File: src/vapc_pkg.sv
// Package: register map, bit positions and reset values for the path regs
package vapc_pkg;
   localparam logic [7:0] VAPC_ADDR_DATA_PATH = 8'h22;
   localparam logic [7:0] VAPC_ADDR_GEN_PURP = 8'h23;
   localparam logic [7:0] VAPC_DP_RESET = 8'h00;
   localparam logic [7:0] VAPC_GP_RESET = 8'h10;
   localparam int VAPC_DP_HOLD = 7;
   localparam int VAPC_DP_RAW = 6;
   localparam int VAPC_DP_DEPOL = 5;
   localparam int VAPC_DP_AUD_SUP = 4;
   localparam int VAPC_DP_CHB_SRC = 3;
   localparam int VAPC_DP_W18 = 2;
   localparam int VAPC_DP_XPORT = 1;
   localparam int VAPC_DP_CHB_EN = 0;
   localparam int VAPC_GP_CKSUM = 7;
   localparam int VAPC_GP_STRAP_DONE = 4;
   localparam int VAPC_GP_LOWFREQ = 3;
   localparam int VAPC_GP_REPEATER = 2;
   localparam int VAPC_GP_BACKCOMPAT = 1;
   localparam int VAPC_GP_CHB = 0;
   localparam logic [6:0] VAPC_FC_MASK = 7'h7F;
endpackage : vapc_pkg

File: src/vapc_regs.sv
// Module: data path control and general purpose control registers
`timescale 1ns/1ps
`default_nettype none

// Functional notes
// - Hold bit set blocks forward channel loads, keeping local values.
// - Hold clear: low seven bits overwritten by forward channel values.
// - Raw passthrough outputs pixels regardless of data enable.
// - Raw passthrough suppresses packetized audio.
// - Polarity bit 1 makes data enable active low, idle high.
// - Audio suppress 0 puts packet audio on pixel pins; 1 blocks it.
// - Channel two enable source: bit 0 when set, strap pin when clear.
// - Width bit 1 selects 18-bit video, 0 selects 24-bit.
// - Transport bit 1 carries audio in frame, 0 uses data island.
// - Channel two enable drives second audio data on blue bit 1 pin.
// - Checksum enable bit turns on per-line one-byte checksum check.
// - A checksum mismatch is latched in the link status register only while checksum enable is set, and stays until the next general register write.
// - General register shows strap done bit 4, low frequency bit 3.
// - Shows repeater bit 2, backward compat bit 1, channel two bit 0.
module vapc_regs (
   // Clock and reset
   input wire logic clk_in,
   input wire logic nrst_in,
   // Register port
   input wire logic [7:0] reg_addr_in,
   input wire logic reg_wr_in,
   input wire logic [7:0] reg_wdata_in,
   output logic [7:0] reg_rdata_out,
   // Forward channel configuration from the remote serializer
   input wire logic fc_load_in,
   input wire logic [6:0] fc_data_in,
   // Strap and mode status pins
   input wire logic mode_sel_pin_in,
   input wire logic strap_done_in,
   input wire logic low_freq_status_in,
   input wire logic repeater_in,
   input wire logic backcompat_in,
   // Line checksum events from the datapath
   input wire logic cksum_mismatch_in,
   // Configuration to the datapath
   output logic raw_pixel_passthrough_out,
   output logic data_enable_active_low_out,
   output logic pixel_audio_en_out,
   output logic video_18bit_out,
   output logic audio_in_frame_out,
   output logic blue_bit1_pin_audio_out,
   output logic cksum_check_en_out,
   output logic link_status_reg_cksum_err_out
);
   import vapc_pkg::*;

   // ----------------------------------------------------------------
   // State
   // ----------------------------------------------------------------
   typedef struct packed {
      logic [7:0] dp;
      logic cksum_en;
      logic [2:0] mode_s1;
      logic [2:0] mode_s2;
      logic [2:0] mode_s3;
      logic [2:0] mode_flt;
      logic cksum_err;
   } vapc_state_t;

   vapc_state_t st_ff;
   vapc_state_t nxt_st;
   logic [2:0] mode_pins;
   logic chb_en;

   // Strap done, low freq, channel two strap pass three stage flops and a filter flop
   assign mode_pins = {strap_done_in, low_freq_status_in, mode_sel_pin_in};

   // ----------------------------------------------------------------
   // Next state
   // ----------------------------------------------------------------
   always_comb begin
      nxt_st = st_ff;
      nxt_st.mode_s1 = mode_pins;
      nxt_st.mode_s2 = st_ff.mode_s1;
      nxt_st.mode_s3 = st_ff.mode_s2;
      // Second and third stages must agree before a change is seen;
      // while they differ the filtered value holds, so a glitch is lost
      nxt_st.mode_flt = (st_ff.mode_s2 & st_ff.mode_s3) |
                        (st_ff.mode_flt & (st_ff.mode_s2 | st_ff.mode_s3));
      if (reg_wr_in && reg_addr_in == VAPC_ADDR_DATA_PATH) begin
         nxt_st.dp = reg_wdata_in;
      end
      // Remote load wins over a local write in the same cycle for bits 6:0; bit 7 keeps the written value
      if (fc_load_in && !st_ff.dp[VAPC_DP_HOLD]) begin
         nxt_st.dp[6:0] = fc_data_in & VAPC_FC_MASK;
      end
      if (reg_wr_in && reg_addr_in == VAPC_ADDR_GEN_PURP) begin
         nxt_st.cksum_en = reg_wdata_in[VAPC_GP_CKSUM];
      end
      // Sticky error: any write to general register clears, set wins
      if (reg_wr_in && reg_addr_in == VAPC_ADDR_GEN_PURP) begin
         nxt_st.cksum_err = 1'b0;
      end
      if (cksum_mismatch_in && st_ff.cksum_en) begin
         nxt_st.cksum_err = 1'b1;
      end
   end

   always_ff @(posedge clk_in or negedge nrst_in) begin
      if (!nrst_in) begin
         st_ff <= '0;
         st_ff.dp <= VAPC_DP_RESET;
         st_ff.cksum_en <= VAPC_GP_RESET[VAPC_GP_CKSUM];
      end else begin
         st_ff <= nxt_st;
      end
   end

   // ----------------------------------------------------------------
   // Outputs
   // ----------------------------------------------------------------
   logic [2:0] mode_q;
   assign mode_q = st_ff.mode_flt;

   assign chb_en = st_ff.dp[VAPC_DP_CHB_SRC] ? st_ff.dp[VAPC_DP_CHB_EN]
                                             : mode_q[0];
   assign raw_pixel_passthrough_out = st_ff.dp[VAPC_DP_RAW];
   assign data_enable_active_low_out = st_ff.dp[VAPC_DP_DEPOL];
   // Passthrough blocks packet audio whatever the suppress bit says
   assign pixel_audio_en_out = !st_ff.dp[VAPC_DP_AUD_SUP] &&
                               !st_ff.dp[VAPC_DP_RAW];
   assign video_18bit_out = st_ff.dp[VAPC_DP_W18];
   assign audio_in_frame_out = st_ff.dp[VAPC_DP_XPORT];
   assign blue_bit1_pin_audio_out = chb_en;
   assign cksum_check_en_out = st_ff.cksum_en;
   assign link_status_reg_cksum_err_out = st_ff.cksum_err;

   always_comb begin
      reg_rdata_out = 8'h00;
      if (reg_addr_in == VAPC_ADDR_DATA_PATH) begin
         reg_rdata_out = st_ff.dp;
      end else if (reg_addr_in == VAPC_ADDR_GEN_PURP) begin
         reg_rdata_out[VAPC_GP_CKSUM] = st_ff.cksum_en;
         reg_rdata_out[VAPC_GP_STRAP_DONE] = mode_q[2];
         reg_rdata_out[VAPC_GP_LOWFREQ] = mode_q[1];
         reg_rdata_out[VAPC_GP_REPEATER] = repeater_in;
         reg_rdata_out[VAPC_GP_BACKCOMPAT] = backcompat_in;
         reg_rdata_out[VAPC_GP_CHB] = chb_en;
      end
   end

   // ----------------------------------------------------------------
   // Assertions
   // ----------------------------------------------------------------
   property p_hold_blocks;
      @(posedge clk_in) disable iff (!nrst_in)
      (st_ff.dp[VAPC_DP_HOLD] && !reg_wr_in) |=> $stable(st_ff.dp);
   endproperty
   a_hold_blocks: assert property (p_hold_blocks)
      else $error("forward load changed held register");

   property p_fc_load;
      @(posedge clk_in) disable iff (!nrst_in)
      (fc_load_in && !st_ff.dp[VAPC_DP_HOLD]) |=>
         st_ff.dp[6:0] == $past(fc_data_in);
   endproperty
   a_fc_load: assert property (p_fc_load)
      else $error("forward channel value not loaded");

   property p_raw_audio;
      @(posedge clk_in) disable iff (!nrst_in)
      raw_pixel_passthrough_out |-> !pixel_audio_en_out;
   endproperty
   a_raw_audio: assert property (p_raw_audio)
      else $error("audio present during passthrough");

   property p_aud_sup;
      @(posedge clk_in) disable iff (!nrst_in)
      st_ff.dp[VAPC_DP_AUD_SUP] |-> !pixel_audio_en_out;
   endproperty
   a_aud_sup: assert property (p_aud_sup)
      else $error("suppressed audio reaches pixel pins");

   property p_chb_src;
      @(posedge clk_in) disable iff (!nrst_in)
      st_ff.dp[VAPC_DP_CHB_SRC] |->
         blue_bit1_pin_audio_out == st_ff.dp[VAPC_DP_CHB_EN];
   endproperty
   a_chb_src: assert property (p_chb_src)
      else $error("channel two enable source wrong");

   property p_cksum_err;
      @(posedge clk_in) disable iff (!nrst_in)
      (cksum_mismatch_in && cksum_check_en_out) |=>
         link_status_reg_cksum_err_out;
   endproperty
   a_cksum_err: assert property (p_cksum_err)
      else $error("checksum mismatch not reported");

   property p_cksum_en;
      @(posedge clk_in) disable iff (!nrst_in)
      (reg_wr_in && reg_addr_in == VAPC_ADDR_GEN_PURP) |=>
         cksum_check_en_out == $past(reg_wdata_in[VAPC_GP_CKSUM]);
   endproperty
   a_cksum_en: assert property (p_cksum_en)
      else $error("checksum enable not written");

   property p_rsvd;
      @(posedge clk_in) disable iff (!nrst_in)
      (reg_addr_in == VAPC_ADDR_GEN_PURP) |-> reg_rdata_out[6:5] == 2'b00;
   endproperty
   a_rsvd: assert property (p_rsvd)
      else $error("reserved bits not zero");

   property p_raw_load;
      @(posedge clk_in) disable iff (!nrst_in)
      (fc_load_in && !st_ff.dp[VAPC_DP_HOLD]) |=>
         raw_pixel_passthrough_out == $past(fc_data_in[VAPC_DP_RAW]);
   endproperty
   a_raw_load: assert property (p_raw_load)
      else $error("passthrough not taken from forward load");

   property p_depol;
      @(posedge clk_in) disable iff (!nrst_in)
      (reg_wr_in && reg_addr_in == VAPC_ADDR_DATA_PATH && !fc_load_in) |=>
         data_enable_active_low_out == $past(reg_wdata_in[VAPC_DP_DEPOL]);
   endproperty
   a_depol: assert property (p_depol)
      else $error("enable polarity not written");

   property p_w18;
      @(posedge clk_in) disable iff (!nrst_in)
      (fc_load_in && !st_ff.dp[VAPC_DP_HOLD]) |=>
         video_18bit_out == $past(fc_data_in[VAPC_DP_W18]);
   endproperty
   a_w18: assert property (p_w18)
      else $error("video width not taken from forward load");

   property p_xport;
      @(posedge clk_in) disable iff (!nrst_in)
      (fc_load_in && !st_ff.dp[VAPC_DP_HOLD]) |=>
         audio_in_frame_out == $past(fc_data_in[VAPC_DP_XPORT]);
   endproperty
   a_xport: assert property (p_xport)
      else $error("audio transport not taken from forward load");

   property p_sync;
      @(posedge clk_in) disable iff (!nrst_in)
      (st_ff.mode_s2 == st_ff.mode_s3) |=>
         st_ff.mode_flt == $past(st_ff.mode_s2);
   endproperty
   a_sync: assert property (p_sync)
      else $error("agreed strap level not taken");

endmodule : vapc_regs
`default_nettype wire

File: config.mk
export PLATFORM = sky130hd
export DESIGN_NAME = vapc_regs
export DESIGN_NICKNAME = d
export VERILOG_FILES = /design/src/vapc_pkg.sv /design/src/vapc_regs.sv
export SDC_FILE = /design/constraint.sdc
export NUM_CORES = 1
export LEC_CHECK = 0
export BUFFER_PORTS_ARGS = -buffer_cell sky130_fd_sc_hd__buf_2
export CAP_MARGIN = 20
export CORE_MARGIN = 1.5
export CORE_UTILIZATION = 24
export DETAILED_ROUTE_END_ITERATION = 12
export PLACE_DENSITY_LB_ADDON = 0.3
export SYNTH_ARGS = -nofsm -noshare
export SYNTH_HDL_FRONTEND = slang
export SYNTH_SLANG_ARGS = --single-unit
File: constraint.sdc
create_clock -name clk_in -period 1.3 [get_ports clk_in]
set_clock_uncertainty 0.05 [all_clocks]
set_input_delay 0.26 -clock clk_in [delete_from_list [all_inputs] [get_ports clk_in]]
set_output_delay 0.26 -clock clk_in [all_outputs]
set_load 0.005 [all_outputs]
==> flow_summary.yaml <==
synthesis:
  ys.warnings.count: 0
  synth_mux_area_share_pct: 25.7
  synthAdderAreaFrac_pct: 3.07
  yosys.area_share.simple_pct: 13.2
  ys_seq_elements: 22
  ys_seq_area_share_pct: 56.2
  synth-xor-area-share_pct: 0
  synth_cells: 68
  syn_nets: 101
  synth_compound_area_share_pct: 0.894
  synth_area_per_cell_um2: 14.4
  netlist_area_um2: 980
  synth.distinct_cells: 15
  synth_top_family_by_area: "multiplexers"
finish:
  layout_common_cells: "buf_2 (45), dfrtp_1 (22), mux2_4 (15), buf_4 (7)"
  drive_gt1_share_pct: 69.0
  fillers: 395
  seq_area_um2: 551
  multi_input_area_um2: 503
  syn_to_final_growth_pct: 55.8
  fin_util_pct: 38.4
  nNetsFinal: 163
  final_common_cell: "buf_2"
  antenna_cells: 0
drt:
  drt_wl_total_mm: 2.43
  drt-pass1-iter-count: 3
  avgViaCountPerCell: 4.27
  drt-initial-drc-count: 9
  vias: 764
  ant_nets: 0
  post-route-drc-count: 0
  detail_route.wl_per_cell_um: 13.6
setup_path:
  slowest_stage: "dfrtp_1"
  worstPathRequired_ps: 990
  cp.arrival_ps: 1320
  crit_type: "register to output pin"
  cpMostUsedCell: "buf_6"
  critPathLaunchType: "register"
  crit_fanout: 2
  crit_chain: "mux2_4 > buf_4 > buf_6 > buf_6"
  end_kind: "output pin"
  max_stage_delay_ps: 400
placed_design:
  gp_congestion: 0.757
  post-place-ws_ps: -232
  hpwl_mm: 1.75
  port_buffers: 48
run:
  cap_violations: 0
grt:
  grt_pass1_vias: 806
  antenna_found_initial: 0
  grt_pass1_wl_mm: 3.72
  grt_max_degree: 23
  overflow: 0
  grt_use_total_pct: 11.7
clock_network:
  clkTransAtPathRegs_ps: 80
  cts_tree: "yes"
  root_buffer: "clkbuf_8"
  cts_sinks: 22
  insertion_delay_ps: 270
  clk_path_buf_depth: 2
  htree_levels: 1
  numCtsBuffers: 3
sta:
  final_max_slew_viol_count: 0
  layout_setup_ws_ps: -328
  tightest_slew_ps: 484
  finalCritPeriodShare_pct: 125
  period_minus_slack_ps: 1630
  rsz0062_at_grt: "yes"
  fmaxAchievable_mhz: 614
  maxSlewHeadroom_pct: 67.7
  hold_violations: 0
  finalSetupViolCount: 16
hold_path:
  hold_class: "primary input to register"
floorplan:
  die-area_um2: 4470
  start_util_pct: 24.7
  rows: 23
  dieHeight_um: 66.9
  ios: 49
  die_x_um: 66.9
  core_area_um2: 3970
power:
  powerDensity_nw_per_um2: 1050
  peakVddDrop_v: 0.000475
  p_leak_uw: 0.000829
run_status:
  violations: "negative setup slack"
  status: "finished, violations left"
[metal layers]
layer,vias up,share of wire [%],global-route usage (%)
met3,5,7.6,2.36
met1,360,44,15.2
li1,361,-,-
met5,-,0,0
met4,0,2.7,6.12
met2,38,45,18.1
[cells in the mapped netlist]
cell	n	share of area, %
mux2i_1	6	6.1
nor4b_4	1	2.4
nor2_1	7	2.7
nand4b_4	1	2.4
nor3b_1	2	1.5
nand3_1	1	0.51
nand4_1	1	0.64
nor3b_2	1	1.3
a22o_1	1	0.89
buf_2	2	1.0
nand2_1	1	0.38
mux2_2	17	20
maj3_1	3	3.1
dfrtp_1	22	56
nor2b_1	2	1.3
[power by group]
group / switching, uW / leakage [uW] / internal [uW]
Clock: 230 / 0.0000288 / 271
Combinational: 111 / 0.000539 / 207
Sequential: 35.8 / 0.000261 / 744
Total: 376 / 0.000829 / 1220
[cell families after synthesis]
| family | Yosys count |
|---|---|
| mux | 23 |
| flops | 22 |
| simple gates | 17 |
| fa+ha+maj | 3 |
| buf+inv | 2 |
| compound gates | 1 |
[critical path: cells and delay by family, from the launching register on]
family,cells,cell delay [ps]
buffers and inverters,3,340
flip-flops,1,400
multiplexers,1,310
[repair_timing]
item / in CTS / in global routing
gates resized for setup: 23 / 3
endpoints found under the setup margin: 16 / 16
hold buffers: 1 / 0
endpoints found under the hold margin: 22 / 0
pin swaps: 7 / 5
buffers inserted: 3 / 2
[area by class of cell]
type / instances / share of cell area, %
clock buffers: 4 / 3.61
multi-input cells: 44 / 33.0
flip-flops and latches: 22 / 36.1
well taps: 50 / 4.10
repair buffers: 59 / 23.3
[worst paths after layout]
| kind | from | cells past startpoint | end | slack [ps] |
|---|---|---|---|---|
| setup reg to reg | st_ff[21] | 4 | st_ff[17] | -120 |
| max in group asynchronous | nrst_in | 2 | cksum_check_en_out | 450 |
| hold / removal | strap_done_in | 1 | nxt_st[9] | 40 |
| min in group asynchronous | nrst_in | 2 | st_ff[6] | 420 |
| setup / recovery | st_ff[17] | 4 | blue_bit1_pin_audio_out | -330 |
| hold reg to reg | nxt_st[8] | 0 | nxt_st[5] | 300 |
[stage by stage]
step                instance area [um2]  TNS, ps  hold WS, ps  total power (uW)  instances
finish                             1530    -2430         41.2              1600        179
floorplan                           995     -479        -85.6               900         68
CTS                                1510    -2300         36.2              1600        178
global route                       1530    -3270         25.7              1690        179
detailed placement                 1340    -3310          203              1040        171
global placement                   1340    -2940          198              1030        171
[sequential cells by signal (all words and copies together) (netlist names)]
signal,cells
raw_pixel_passthrough_out,1
nxt_st,6
st_ff,7
mode_q,3
data_enable_active_low_out,1
link_status_reg_cksum_err_out,1
video_18bit_out,1
audio_in_frame_out,1
cksum_check_en_out,1
(Power assumes the default switching activity.)
